### src/core/psoc_defs.vh
/*
 * Constants for the page select and operation control block.
 * Assumes inclusion by bare name from the core/ design files.
 */
`ifndef PSOC_DEFS_VH
`define PSOC_DEFS_VH

`define PSOC_CMD_PAGE 8'h00
`define PSOC_CMD_OPERATION 8'h01
`define PSOC_CMD_CLEAR_FAULTS 8'h03

`define PSOC_PAGE_RESET 8'h00
`define PSOC_PAGE_LAST_CHAN 8'h0F
`define PSOC_PAGE_TEMP_INT 8'h11
`define PSOC_PAGE_TEMP_LAST 8'h15
`define PSOC_PAGE_ALL 8'hFF

`define PSOC_DAC_ADDR_0 8'h20
`define PSOC_DAC_ADDR_1 8'h60
`define PSOC_DAC_ADDR_2 8'hA0
`define PSOC_DAC_ADDR_3 8'hE0
`define PSOC_TEMP_ADDR_BASE 8'h90
`define PSOC_TEMP_ADDR_NONE 8'h00

`define PSOC_OP_OFF_NOW 8'h00
`define PSOC_OP_OFF_SOFT 8'h40
`define PSOC_OP_ON 8'h80
`define PSOC_OP_LOW_IGN 8'h94
`define PSOC_OP_LOW_ACT 8'h98
`define PSOC_OP_HIGH_IGN 8'hA4
`define PSOC_OP_HIGH_ACT 8'hA8
`define PSOC_OP_RESET 8'h00

`define PSOC_MARGIN_OFF 2'h0
`define PSOC_MARGIN_LOW 2'h1
`define PSOC_MARGIN_HIGH 2'h2

`endif

### src/core/psoc_top.v
/*
 * Page select and operation command decoder for a 16-channel supply manager.
 * Assumes a byte-level command port from the serial bus engine, synchronous to mclk.
 */
`timescale 1ns/1ps
`include "psoc_defs.vh"

module psoc_top #(
  parameter NCHAN = 16
) (
  mclk,
  rst,
  cmd_valid,
  cmd_write,
  cmd_code,
  cmd_wdata,
  cmd_done,
  cmd_rdata,
  onoff_enable,
  chan_enabled,
  all_power_good,
  pin_on,
  pin_off,
  supply_enable_output,
  off_immediate,
  group_seq,
  margin_low,
  margin_high,
  fault_suppress,
  sel_chan,
  sel_dac_addr,
  sel_margin_dac_output,
  sel_temp_addr,
  sel_temp_internal,
  sel_is_temp,
  sel_is_all,
  cml_status,
  alert_o,
  alert_oe
);
  input wire mclk;
  input wire rst;
  input wire cmd_valid;
  input wire cmd_write;
  input wire [7:0] cmd_code;
  input wire [7:0] cmd_wdata;
  output reg cmd_done;
  output reg [7:0] cmd_rdata;
  input wire onoff_enable;
  input wire [NCHAN-1:0] chan_enabled;
  input wire all_power_good;
  input wire pin_on;
  input wire pin_off;
  output wire [NCHAN-1:0] supply_enable_output;
  output wire [NCHAN-1:0] off_immediate;
  output wire [NCHAN-1:0] group_seq;
  output wire [NCHAN-1:0] margin_low;
  output wire [NCHAN-1:0] margin_high;
  output wire [NCHAN-1:0] fault_suppress;
  output reg [3:0] sel_chan;
  output reg [7:0] sel_dac_addr;
  output reg [1:0] sel_margin_dac_output;
  output reg [7:0] sel_temp_addr;
  output reg sel_temp_internal;
  output reg sel_is_temp;
  output reg sel_is_all;
  output reg cml_status;
  output wire alert_o;
  output wire alert_oe;

  function op_code_ok;
    input [7:0] b;
    begin
      case (b)
        `PSOC_OP_OFF_NOW, `PSOC_OP_OFF_SOFT, `PSOC_OP_ON,
        `PSOC_OP_LOW_IGN, `PSOC_OP_LOW_ACT,
        `PSOC_OP_HIGH_IGN, `PSOC_OP_HIGH_ACT: op_code_ok = 1'b1;
        default: op_code_ok = 1'b0;
      endcase
    end
  endfunction

  function chan_hit;
    input sel_all;
    input sel_one;
    input [3:0] idx;
    input integer ch;
    begin
      chan_hit = sel_all || (sel_one && (idx == ch[3:0]));
    end
  endfunction

  reg [7:0] page_select_reg;
  reg alert_reg;
  reg [7:0] rdata_next;
  wire [7:0] op_byte [0:NCHAN-1];

  wire cur_valid;
  wire cur_chan;
  wire cur_temp;
  wire cur_all;
  wire [3:0] cur_idx;
  wire [7:0] cur_dac;
  wire [1:0] cur_dacout;
  wire [7:0] cur_taddr;
  wire cur_tint;

  wire new_valid;
  wire new_chan;
  wire new_temp;
  wire new_all;
  wire [3:0] new_idx;
  wire [7:0] new_dac;
  wire [1:0] new_dacout;
  wire [7:0] new_taddr;
  wire new_tint;

  psoc_page_decode u_cur (
    .page(page_select_reg),
    .page_valid(cur_valid),
    .is_chan(cur_chan),
    .is_temp(cur_temp),
    .is_all(cur_all),
    .chan_idx(cur_idx),
    .dac_addr(cur_dac),
    .dac_output(cur_dacout),
    .temp_addr(cur_taddr),
    .temp_internal(cur_tint)
  );

  // Decode of the incoming value lets the select outputs follow the write
  psoc_page_decode u_new (
    .page(cmd_wdata),
    .page_valid(new_valid),
    .is_chan(new_chan),
    .is_temp(new_temp),
    .is_all(new_all),
    .chan_idx(new_idx),
    .dac_addr(new_dac),
    .dac_output(new_dacout),
    .temp_addr(new_taddr),
    .temp_internal(new_tint)
  );

  wire wr_cmd;
  wire rd_cmd;
  wire op_cmd;
  wire op_ok;
  wire wr_page;
  wire wr_op;
  wire wr_clear;
  wire op_supported;
  wire err_page;
  wire err_op_page;
  wire err_op_data;
  wire err_cmd;
  wire cml_set;

  assign wr_cmd = cmd_valid && cmd_write;
  assign rd_cmd = cmd_valid && !cmd_write;
  assign op_cmd = cmd_valid && (cmd_code == `PSOC_CMD_OPERATION);
  assign wr_page = wr_cmd && (cmd_code == `PSOC_CMD_PAGE);
  assign wr_op = wr_cmd && (cmd_code == `PSOC_CMD_OPERATION);
  assign wr_clear = wr_cmd && (cmd_code == `PSOC_CMD_CLEAR_FAULTS);
  assign op_supported = cur_chan || cur_all;
  assign err_page = wr_page && !new_valid;
  assign err_op_page = op_cmd && !op_supported;
  assign err_op_data = wr_op && op_supported && !op_code_ok(cmd_wdata);
  // Clear faults is write-only; a read of it is unsupported on every page
  assign err_cmd = rd_cmd && (cmd_code == `PSOC_CMD_CLEAR_FAULTS);
  assign cml_set = err_page || err_op_page || err_op_data || err_cmd;
  // Validity is decoded once and shared by every channel
  assign op_ok = wr_op && op_code_ok(cmd_wdata);

  always @(posedge mclk or posedge rst) begin
    if (rst) begin
      page_select_reg <= `PSOC_PAGE_RESET;
      sel_chan <= 4'h0;
      sel_dac_addr <= `PSOC_DAC_ADDR_0;
      sel_margin_dac_output <= 2'h0;
      sel_temp_addr <= `PSOC_TEMP_ADDR_NONE;
      sel_temp_internal <= 1'b0;
      sel_is_temp <= 1'b0;
      sel_is_all <= 1'b0;
    end else if (wr_page && new_valid) begin
      // Reserved pages leave the selection unchanged
      page_select_reg <= cmd_wdata;
      sel_chan <= new_idx;
      sel_dac_addr <= new_dac;
      sel_margin_dac_output <= new_dacout;
      sel_temp_addr <= new_taddr;
      sel_temp_internal <= new_tint;
      sel_is_temp <= new_temp;
      sel_is_all <= new_all;
    end
  end

  // Set wins over a clear in the same cycle
  always @(posedge mclk or posedge rst) begin
    if (rst) begin
      cml_status <= 1'b0;
    end else if (cml_set) begin
      cml_status <= 1'b1;
    end else if (wr_clear) begin
      cml_status <= 1'b0;
    end
  end

  // Alert follows the same events; the pin itself is open drain
  always @(posedge mclk or posedge rst) begin
    if (rst) begin
      alert_reg <= 1'b0;
    end else if (cml_set) begin
      alert_reg <= 1'b1;
    end else if (wr_clear) begin
      alert_reg <= 1'b0;
    end
  end

  assign alert_o = 1'b0;
  assign alert_oe = alert_reg;

  // Unknown codes read as zero so a stale byte never leaks out
  always @* begin
    rdata_next = cmd_rdata;
    if (rd_cmd) begin
      case (cmd_code)
        `PSOC_CMD_PAGE: rdata_next = page_select_reg;
        `PSOC_CMD_OPERATION: rdata_next = op_supported ? op_byte[cur_idx] : 8'h00;
        default: rdata_next = 8'h00;
      endcase
    end
  end

  always @(posedge mclk or posedge rst) begin
    if (rst) begin
      cmd_done <= 1'b0;
    end else begin
      cmd_done <= cmd_valid;
    end
  end

  always @(posedge mclk or posedge rst) begin
    if (rst) begin
      cmd_rdata <= 8'h00;
    end else begin
      cmd_rdata <= rdata_next;
    end
  end

  genvar g;
  generate
    for (g = 0; g < NCHAN; g = g + 1) begin : g_chan
      wire hit;
      // Page 255 writes every enabled channel together as one sequenced group
      assign hit = op_ok
                   && chan_hit(cur_all, cur_chan, cur_idx, g);
      psoc_chan_ctrl u_chan (
        .mclk(mclk),
        .rst(rst),
        .op_wr(hit),
        .op_data(cmd_wdata),
        .op_group(cur_all),
        .onoff_enable(onoff_enable),
        .chan_enabled(chan_enabled[g]),
        .all_power_good(all_power_good),
        .pin_on(pin_on),
        .pin_off(pin_off),
        .op_byte(op_byte[g]),
        .run_req(supply_enable_output[g]),
        .off_immediate(off_immediate[g]),
        .group_seq(group_seq[g]),
        .margin_low(margin_low[g]),
        .margin_high(margin_high[g]),
        .fault_suppress(fault_suppress[g])
      );
    end
  endgenerate
endmodule

### src/core/psoc_page_decode.v
/*
 * Decodes a page value into its target: supply channel, margin DAC, temperature sensor.
 * Assumes a stable page value; purely combinational.
 */
`timescale 1ns/1ps
`include "psoc_defs.vh"

module psoc_page_decode (
  page,
  page_valid,
  is_chan,
  is_temp,
  is_all,
  chan_idx,
  dac_addr,
  dac_output,
  temp_addr,
  temp_internal
);
  input wire [7:0] page;
  output reg page_valid;
  output reg is_chan;
  output reg is_temp;
  output reg is_all;
  output reg [3:0] chan_idx;
  output reg [7:0] dac_addr;
  output reg [1:0] dac_output;
  output reg [7:0] temp_addr;
  output reg temp_internal;

  always @* begin
    is_chan = (page <= `PSOC_PAGE_LAST_CHAN);
    is_temp = (page >= `PSOC_PAGE_TEMP_INT) && (page <= `PSOC_PAGE_TEMP_LAST);
    is_all = (page == `PSOC_PAGE_ALL);
    page_valid = is_chan || is_temp || is_all;
    chan_idx = page[3:0];
    dac_output = page[1:0];
    case (page[3:2])
      2'h0: dac_addr = `PSOC_DAC_ADDR_0;
      2'h1: dac_addr = `PSOC_DAC_ADDR_1;
      2'h2: dac_addr = `PSOC_DAC_ADDR_2;
      default: dac_addr = `PSOC_DAC_ADDR_3;
    endcase
    temp_internal = (page == `PSOC_PAGE_TEMP_INT);
    // Remote sensors sit at even addresses from the base, one per page
    if (is_temp && !temp_internal) begin
      temp_addr = `PSOC_TEMP_ADDR_BASE + {4'h0, page[2:0] - 3'h2, 1'b0};
    end else begin
      temp_addr = `PSOC_TEMP_ADDR_NONE;
    end
  end
endmodule

### src/core/psoc_chan_ctrl.v
/*
 * Per-channel on/off and margin state kept from OPERATION writes and control pin events.
 * Assumes the top qualifies writes by page and op code validity.
 */
`timescale 1ns/1ps
`include "psoc_defs.vh"

module psoc_chan_ctrl (
  mclk,
  rst,
  op_wr,
  op_data,
  op_group,
  onoff_enable,
  chan_enabled,
  all_power_good,
  pin_on,
  pin_off,
  op_byte,
  run_req,
  off_immediate,
  group_seq,
  margin_low,
  margin_high,
  fault_suppress
);
  input wire mclk;
  input wire rst;
  input wire op_wr;
  input wire [7:0] op_data;
  input wire op_group;
  input wire onoff_enable;
  input wire chan_enabled;
  input wire all_power_good;
  input wire pin_on;
  input wire pin_off;
  output reg [7:0] op_byte;
  output reg run_req;
  output reg off_immediate;
  output reg group_seq;
  output wire margin_low;
  output wire margin_high;
  output wire fault_suppress;

  reg [1:0] margin_reg;
  reg ignore_reg;
  wire wr_ok;
  wire margining;

  assign wr_ok = op_wr && chan_enabled;

  always @(posedge mclk or posedge rst) begin
    if (rst) begin
      op_byte <= `PSOC_OP_RESET;
      run_req <= 1'b0;
      off_immediate <= 1'b0;
      group_seq <= 1'b0;
      margin_reg <= `PSOC_MARGIN_OFF;
      ignore_reg <= 1'b0;
    end else if (wr_ok) begin
      op_byte <= op_data;
      // Margin portion always applies; on/off only when enabled by config
      case (op_data)
        `PSOC_OP_LOW_IGN, `PSOC_OP_LOW_ACT: margin_reg <= `PSOC_MARGIN_LOW;
        `PSOC_OP_HIGH_IGN, `PSOC_OP_HIGH_ACT: margin_reg <= `PSOC_MARGIN_HIGH;
        `PSOC_OP_ON: margin_reg <= `PSOC_MARGIN_OFF;
        default: margin_reg <= margin_reg;
      endcase
      if (op_data[7]) begin
        ignore_reg <= (op_data[3:2] == 2'h1);
      end
      if (onoff_enable) begin
        group_seq <= op_group;
        case (op_data)
          `PSOC_OP_OFF_NOW: begin
            run_req <= 1'b0;
            off_immediate <= 1'b1;
          end
          `PSOC_OP_OFF_SOFT: begin
            run_req <= 1'b0;
            off_immediate <= 1'b0;
          end
          default: begin
            run_req <= 1'b1;
            off_immediate <= 1'b0;
          end
        endcase
      end
    end else if (chan_enabled && pin_off) begin
      run_req <= 1'b0;
      off_immediate <= 1'b0;
    end else if (chan_enabled && pin_on) begin
      run_req <= 1'b1;
    end
  end

  // Margining waits for every channel to reach power good
  assign margining = run_req && all_power_good && (margin_reg != `PSOC_MARGIN_OFF);
  assign margin_low = margining && (margin_reg == `PSOC_MARGIN_LOW);
  assign margin_high = margining && (margin_reg == `PSOC_MARGIN_HIGH);
  assign fault_suppress = margining && ignore_reg;
endmodule

### config.mk
export PLATFORM = sky130hd
export DESIGN_NAME = psoc_top
export DESIGN_NICKNAME = d
export VERILOG_FILES = /design/src/core/psoc_top.v /design/src/core/psoc_page_decode.v /design/src/core/psoc_chan_ctrl.v
export VERILOG_INCLUDE_DIRS = /design/src /design/src/core
export SDC_FILE = /design/constraint.sdc
export NUM_CORES = 1
export LEC_CHECK = 0
export BUFFER_PORTS_ARGS = -buffer_cell sky130_fd_sc_hd__buf_4
export CAP_MARGIN = 30
export CORE_AREA = 2 2 180 147
export CTS_CLUSTER_DIAMETER = 100
export DETAILED_ROUTE_END_ITERATION = 10
export DIE_AREA = 0 0 182 149
export PLACE_DENSITY = 0.85
export SETUP_SLACK_MARGIN = 0.5
export SLEW_MARGIN = 20
export SYNTH_ARGS = -nofsm -noshare
export SYNTH_HDL_FRONTEND = slang
export SYNTH_HIERARCHICAL = 1
export SYNTH_SLANG_ARGS = --single-unit
### constraint.sdc
create_clock -name mclk -period 3.9 [get_ports mclk]
set_clock_uncertainty 0.2 [all_clocks]
set_input_delay 0.585 -clock mclk [delete_from_list [all_inputs] [get_ports mclk]]
set_output_delay 0.585 -clock mclk [all_outputs]
set_load 0.03 [all_outputs]
==> results.json, run 1 <==
{
  "stdcell_area_um2": 17500,
  "dieArea_um2": 27100,
  "cts-root-buf": "clkbuf_16",
  "cts_max_level": 1,
  "outcome": "finished, final reports clean",
  "clock_latency_ns": 0.54,
  "power.leakage_nw": 7.63,
  "worst_pin_slew_ns": 0.940,
  "crit_slowest_cell": "or4_1",
  "ir_worst_vdd_mv": 0.314,
  "cts_buffer_depth": 3,
  "critPathMaxStageDelay_ns": 0.57,
  "grt_pass1_wl_um": 70800,
  "largest_reg_flops": 128,
  "rsz0062_at_grt": "no",
  "crit_buf_inv": 1,
  "postRouteWirelength_um": 45000,
  "drv_cap": 0,
  "fin_ws_ns": 0.670,
  "ff_latch_area_um2": 6680,
  "period_minus_slack_ns": 3.23,
  "multiInputGateArea_um2": 7500,
  "power_mw": 6.14,
  "die-height_um": 149,
  "end_kind": "register",
  "detail_route.wl_per_cell_um": 22.8,
  "placed_area_um2": 16600,
  "drtAntennaViolNets": 0,
  "rows": 53,
  "nets": 1662,
  "synth_cells": 1432,
  "cp_data_arrival_time_ns": 3.39,
  "final_cell_mix": "dfrtp_1 (265), buf_4 (208), nand2_1 (156), mux2_2 (154), nand3_1 (85)",
  "grtUsageTotal_pct": 32.8,
  "max_freq_mhz": 310,
  "slew_headroom_pct": 37.3,
  "drtIter0Drc": 1674,
  "initial_utilization_pct": 57.9,
  "clk_pin_slew_ns": 0.06,
  "viasPerCell": 6.82,
  "final_hold_viol_count": 0,
  "cts_tree": "done",
  "hold_path.class": "primary input to register",
  "holdBufCountCts": 0,
  "area_growth_pct": 18.3,
  "die_w_um": 182,
  "route.vias.total": 13500,
  "diodes": 0,
  "drive_gt1_share_pct": 29.7,
  "period_share_pct": 82.8,
  "cts_setup_buffers": 0,
  "required_ns": 4.06,
  "portBuffers": 171,
  "grt_max_degree": 177,
  "crit_type": "register to register",
  "cp-start-kind": "register",
  "drcViolationCount": 0,
  "cts_buffers": 28,
  "first_pass_iters": 7,
  "dp_hpwl_um": 28500,
  "cts.repair.resized": 0,
  "io_pins": 173,
  "slew_violations": 0,
  "gp_congestion": 0.861,
  "cts.sinks": 267,
  "antenna_found_initial": 0,
  "path_cells": "nor4_1 -> buf_4 -> nand2_1 -> nor2_2 -> a31oi_1 -> nor2_1 -> nand3_2 -> or4_1 -> o31ai_1 -> a211oi_1",
  "grt_overflow": 0,
  "num-fill-cells": 1812,
  "powerDensity_nw_per_um2": 351,
  "layout_commonest_cell": "dfrtp_1",
  "setup_viol": 0,
  "worstPathMaxFanout": 7,
  "place_ws_ns": 0.281,
  "core_um2": 25600,
  "syn_area_per_cell_um2": 10.3,
  "grt_pass1_vias": 13000,
  "ys_warn_count": 6,
  "critical_path.top_delay_family": "simple AND/OR/NAND/NOR gates",
  "tns_ns": 0,
  "synth_area_um2": 14800
}
## where the power goes
part / leakage (nW) / internal [mW] / switching, mW
Clock: 0.464 / 1.64 / 1.13
Sequential: 3.69 / 2.80 / 0.0383
Combinational: 3.47 / 0.147 / 0.398
Total: 7.63 / 4.58 / 1.56
## per-stage QoR
step,hold WS [ns],utilization [%],instances
floorplan,0.242,-,1440
global placement,0.262,64.7,1922
detailed placement,0.273,64.7,1922
CTS,0.00416,68.4,1974
global route,0.00967,68.4,1974
finish,0.0188,68.4,1974
## layer usage
layer	vias up	GRT usage [%]	part of all wire, %
li1	5825	-	-
met1	6558	46.4	39
met2	902	50.2	45
met3	171	6.54	12
met4	0	13.5	4.3
met5	-	0	0
## final timing paths
path / start / end / depth (start not counted) / slack [ns]
setup / recovery: page_select_reg[6] / g_chan[11].u_chan/margin_reg[0] / 10 / 0.67
hold / removal: cmd_valid / cmd_done / 1 / 0.02
setup reg to reg: page_select_reg[6] / g_chan[11].u_chan/margin_reg[0] / 10 / 0.67
hold reg to reg: g_chan[7].u_chan/ignore_reg / g_chan[7].u_chan/ignore_reg / 2 / 0.29
max in group asynchronous: rst / page_select_reg[1] / 3 / 2.97
min in group asynchronous: rst / g_chan[15].u_chan/op_byte[0] / 2 / 0.03
## layout make-up
class                           instances  share of cell area (%)
Clock buffer                           40                    4.61
Clock inverter                         12                   0.800
Inverter                               83                    1.78
Multi-Input combinational cell       1029                    42.8
Sequential cell                       267                    38.2
Tap cell                              330                    2.36
Timing Repair Buffer                  213                    9.48
(Power assumes the default switching activity.)
==> run 2: changes to the inputs <==
--- a/config.mk
+++ b/config.mk
@@ -6,12 +6,13 @@
 export SDC_FILE = /design/constraint.sdc
 export NUM_CORES = 1
 export LEC_CHECK = 0
+export ABC_AREA = 1
 export BUFFER_PORTS_ARGS = -buffer_cell sky130_fd_sc_hd__buf_4
 export CAP_MARGIN = 30
-export CORE_AREA = 2 2 180 147
+export CORE_AREA = 2 2 186 151
 export CTS_CLUSTER_DIAMETER = 100
 export DETAILED_ROUTE_END_ITERATION = 10
-export DIE_AREA = 0 0 182 149
+export DIE_AREA = 0 0 188 153
 export PLACE_DENSITY = 0.85
 export SETUP_SLACK_MARGIN = 0.5
 export SLEW_MARGIN = 20
==> constraint.sdc (replaced) <==
create_clock -name mclk -period 3.1 [get_ports mclk]
set_clock_uncertainty 0.2 [all_clocks]
set_input_delay 0.465 -clock mclk [delete_from_list [all_inputs] [get_ports mclk]]
set_output_delay 0.465 -clock mclk [all_outputs]
set_load 0.03 [all_outputs]
==> run 2 against run 1 <==
Clock-buffer cell count up 2. Cell area up 5.1%. Routed wire length up 2.9%. Largest power group unchanged.
==> results.json, run 2 <==
{
  "end_kind": "register",
  "postRouteWirelength_um": 46300,
  "setup_viol": 0,
  "first_pass_iters": 6,
  "grt_overflow": 0,
  "cts_max_level": 1,
  "synth_cells": 2192,
  "initial_utilization_pct": 58.4,
  "grt_pass1_wl_um": 74600,
  "drcViolationCount": 0,
  "cp_data_arrival_time_ns": 2.73,
  "grtUsageTotal_pct": 32.1,
  "required_ns": 3.33,
  "tns_ns": 0,
  "dp_hpwl_um": 32700,
  "final_cell_mix": "nand2_1 (868), dfrtp_1 (264), buf_4 (218), nor2_1 (180), inv_2 (129)",
  "finalNonFillerCells": 2751,
  "cts-root-buf": "clkbuf_16",
  "area_growth_pct": 17.0,
  "grt_max_degree": 65,
  "detail_route.wl_per_cell_um": 16.8,
  "drv_cap": 0,
  "clk_pin_slew_ns": 0.06,
  "nets": 2405,
  "crit_type": "primary input to register",
  "rsz0062_at_grt": "yes",
  "period_minus_slack_ns": 2.50,
  "cts_tree": "done",
  "largest_reg_flops": 128,
  "power_mw": 7.78,
  "cts.sinks": 267,
  "gp_congestion": 0.958,
  "max_freq_mhz": 400,
  "final_hold_viol_count": 0,
  "grt_pass1_vias": 14400,
  "place_inst": 2692,
  "worstPathMaxFanout": 8,
  "dieArea_um2": 28800,
  "antenna_found_initial": 0,
  "outcome": "finished, final reports clean",
  "viasPerCell": 5.55,
  "cp-start-kind": "primary input",
  "die_w_um": 188,
  "power.leakage_nw": 10.2,
  "clock_latency_ns": 0.55,
  "die-height_um": 153,
  "cts_buffers": 28,
  "synth_area_um2": 15700,
  "drive_gt1_share_pct": 24.0,
  "route.vias.total": 15300,
  "ir_worst_vdd_mv": 0.444,
  "syn_area_per_cell_um2": 7.18,
  "cts_buffer_depth": 3,
  "period_share_pct": 80.7,
  "rows": 54,
  "slew_violations": 0,
  "drtAntennaViolNets": 0,
  "io_pins": 173,
  "slew_headroom_pct": 41.0,
  "powerDensity_nw_per_um2": 423,
  "drtIter0Drc": 1691,
  "ys_warn_count": 6,
  "layout_commonest_cell": "nand2_1",
  "hold_path.class": "primary input to register",
  "portBuffers": 171,
  "core_um2": 27000,
  "worst_pin_slew_ns": 0.886,
  "diodes": 0
}
## run 2: area by class of cell
| type | count | area, um2 |
|---|---|---|
| clock buffers | 42 | 855 |
| clock inverters | 10 | 83.8 |
| fillers | 2109 | 8550 |
| inverters | 239 | 897 |
| multi-input cells | 1606 | 7710 |
| flip-flops and latches | 267 | 6690 |
| well taps | 364 | 455 |
| repair buffers | 223 | 1720 |
## run 2: worst paths after layout
check	slack, ns	from	cells past startpoint	to
max in group asynchronous	1.57	rst	5	sel_dac_addr[5]
worst min-delay path	0.05	cmd_wdata[0]	3	g_chan[1].u_chan/op_byte[0]
min in group asynchronous	0.35	rst	3	cmd_rdata[1]
worst min register to register	0.27	g_chan[8].u_chan/group_seq	2	g_chan[8].u_chan/group_seq
worst max-delay path	0.60	cmd_valid	12	g_chan[6].u_chan/margin_reg[0]
worst max register to register	0.62	page_select_reg[6]	13	g_chan[11].u_chan/margin_reg[0]
## run 2: worst max-delay path, stage by stage
cell and delay (ns):
dlygate4sd3_1 0.55, buf_4 0.14, inv_1 0.06, nor3b_2 0.26, nand3_2 0.11, buf_4 0.20, nor2_1 0.15, nand2_1 0.24
nor2_1 0.17, nand4_1 0.19, nand3_1 0.13, nand2_1 0.06
## run 2: through the flow
step	setup WS (ns)	utilization, %	hold slack (ns)	instance area, um2
after global placement	0.167	64.2	0.258	17300
after floorplan	0.628	-	0.154	15800
final	0.599	68.3	0.0508	18400
after global routing	0.476	68.3	0.0386	18400
after detailed placement	0.108	64.2	0.260	17300
after CTS	0.495	67.8	0.0383	18300
## run 2: power breakdown
| group | switching (mW) | internal (mW) | total (mW) |
|---|---|---|---|
| Sequential | 0.0432 | 3.53 | 3.57 |
| Combinational | 0.597 | 0.215 | 0.812 |
| Clock | 1.42 | 1.98 | 3.40 |
## run 2: timing repair
item                       CTS  global route
resized for setup            4            25
setup endpoints to repair   26            96
setup buffers                0             4
pin swaps                    0             7
hold buffers                 2             0
hold endpoints to repair   249             0
## run 2: per-layer routing
metal	share of wire, %	up-vias	track usage [%]
li1	-	7191	-
met2	43	858	48.0
met1	43	7087	46.7
met5	0	-	0
met4	3.0	0	10.2
met3	11	121	7.12
==> run 3: changes to the inputs <==
==> constraint.sdc (replaced) <==
create_clock -name mclk -period 2.6 [get_ports mclk]
set_clock_uncertainty 0.2 [all_clocks]
set_input_delay 0.39 -clock mclk [delete_from_list [all_inputs] [get_ports mclk]]
set_output_delay 0.39 -clock mclk [all_outputs]
set_load 0.03 [all_outputs]
==> run 3 against run 2 <==
Sequential power up 19%. Highest routed layer unchanged. Critical endpoint is now g_chan[8].u_chan/margin_reg[0]. Core utilization up 5.4 points. Largest power group unchanged. Flip-flop and latch count unchanged.
==> results.json, run 3 (synthesis results as in run 2) <==
{
  "nets": 2510,
  "worstHoldEndpoint": "g_chan[9].u_chan/off_immediate",
  "period_share_pct": 95.4,
  "hold_slack_ns": 0.00469,
  "clk_pin_slew_ns": 0.06,
  "first_pass_iters": 6,
  "grt_pass1_vias": 15200,
  "die-height_um": 153,
  "die_w_um": 188,
  "largest_reg_flops": 128,
  "num-fill-cells": 1917,
  "worstPathMaxFanout": 4,
  "reg2reg_from": "page_select_reg[6]",
  "initial_utilization_pct": 58.4,
  "cts_buffer_depth": 3,
  "worstHoldStart": "chan_enabled[9]",
  "placed_area_um2": 17700,
  "grtUsageTotal_pct": 33.8,
  "cts_max_level": 1,
  "worst_pin_slew_ns": 0.759,
  "clock_latency_ns": 0.55,
  "detail_route.wl_per_cell_um": 17.4,
  "gp_congestion": 0.947,
  "io_pins": 173,
  "grt_overflow": 0,
  "final_cell_mix": "nand2_1 (849), buf_4 (270), dfrtp_1 (263), nor2_1 (164), inv_2 (123)",
  "drv_cap": 0,
  "cts-root-buf": "clkbuf_16",
  "area_growth_pct": 26.2,
  "diodes": 0,
  "multiInputGateArea_um2": 8150,
  "fin_ws_ns": 0.119,
  "drive_gt1_share_pct": 29.8,
  "powerDensity_nw_per_um2": 463,
  "crit_type": "register to register",
  "stdcell_area_um2": 19900,
  "final_hold_viol_count": 0,
  "antenna_found_initial": 0,
  "postRouteWirelength_um": 49500,
  "cp-start-kind": "register",
  "layout_commonest_cell": "nand2_1",
  "dieArea_um2": 28800,
  "ir_worst_vdd_mv": 0.508,
  "outcome": "finished, final reports clean",
  "rows": 54,
  "cts_buffers": 28,
  "slew_violations": 0,
  "tns_ns": 0,
  "reg2reg_slack_ns": 0.12,
  "slew_headroom_pct": 49.4,
  "grt_pass1_wl_um": 78000,
  "period_minus_slack_ns": 2.48,
  "drtIter0Drc": 1675,
  "hold_path.class": "primary input to register",
  "ff_latch_area_um2": 6690,
  "hold_path_depth": 4,
  "required_ns": 2.88,
  "viasPerCell": 5.61,
  "dp_hpwl_um": 32600,
  "grt_max_degree": 50,
  "cts.sinks": 267,
  "portBuffers": 171,
  "drtAntennaViolNets": 0,
  "end_kind": "register",
  "setup_viol": 0,
  "max_freq_mhz": 403,
  "cp_data_arrival_time_ns": 2.76,
  "rr_worst_depth": 13,
  "power.leakage_nw": 10.9,
  "route.vias.total": 16000,
  "cts_tree": "done",
  "rsz0062_at_grt": "yes",
  "core_um2": 27000,
  "r2r_end": "g_chan[8].u_chan/margin_reg[0]",
  "place_ws_ns": -0.00434,
  "drcViolationCount": 0
}
==> run 3: cell types whose count changed in the layout (fill, tap and decap cells not counted), sizes merged <==
cell | previous run | this run
clkinv | 9 | 5
buf | 220 | 316
dlygate4sd3 | 2 | 10
clkinvlp | 2 | 0
inv | 237 | 239
==> run 3: report_power, final <==
part	internal, mW	switching [mW]	leakage [nW]
clock network	2.27	1.66	0.430
logic	0.276	0.744	6.77
registers	4.21	0.0453	3.67
total	6.75	2.44	10.9
==> run 3: area by class of cell <==
| type | count | share of cell area [%] |
|---|---|---|
| inverters | 239 | 4.68 |
| repair buffers | 326 | 13.9 |
| clock inverters | 4 | 0.227 |
| flip-flops and latches | 267 | 33.7 |
| multi-input cells | 1606 | 41.0 |
| repair inverters | 2 | 0.101 |
| clock buffers | 43 | 4.17 |
| well taps | 364 | 2.29 |
==> run 3: worst max-delay path, cell delays in order, from the launching register on <==
cell and delay (ns):
dfrtp_1 0.39, or2_4 0.26, nor2_4 0.09, nand2_2 0.06, inv_2 0.07, inv_4 0.05, nor3_4 0.29, a21oi_2 0.13
nor2_4 0.20, nand2_4 0.09, nor2_1 0.12, nand4_1 0.20, buf_4 0.20, nand2_1 0.05
==> run 3: metrics by stage <==
stage          instances  power, mW  utilization, %
2_1_floorplan       2200       4.87               -
3_3_place_gp        2725       5.26            65.8
3_5_place_dp        2725       5.28            65.8
4_1_cts             2827       9.15            72.1
5_1_grt             2851       9.46            73.7
6_report            2851       9.19            73.7
==> run 3: worst max-delay path by stage <==
| stage | startpoint | to | depth (start not counted) |
|---|---|---|---|
| final | page_select_reg[6] | g_chan[8].u_chan/margin_reg[0] | 13 |
| after global routing | page_select_reg[6] | g_chan[8].u_chan/margin_reg[1] | 14 |
| after CTS | page_select_reg[6] | g_chan[8].u_chan/margin_reg[0] | 13 |
| after detailed placement | cmd_code[7] | g_chan[14].u_chan/margin_reg[1] | 14 |
| after global placement | cmd_code[7] | g_chan[13].u_chan/margin_reg[0] | 14 |
| after floorplan | cmd_code[7] | g_chan[12].u_chan/run_req | 14 |
==> run 3: repair_timing <==
action                     in CTS  in global routing
resized for setup             105                 69
hold buffers                   10                  0
setup buffers                  39                 23
cloned                          6                  0
pin swaps                      77                 48
setup endpoints to repair     230                245
hold endpoints to repair      256                  0
==> run 3: metal layers <==
layer	GRT usage [%]	up-vias	share of wire (%)	routed length, um
met5	0	-	0	0
met4	12.3	0	4.5	2240
met3	6.15	194	10	5060
met2	53.4	962	45	22100
met1	46.7	7455	41	20100
li1	-	7383	-	-
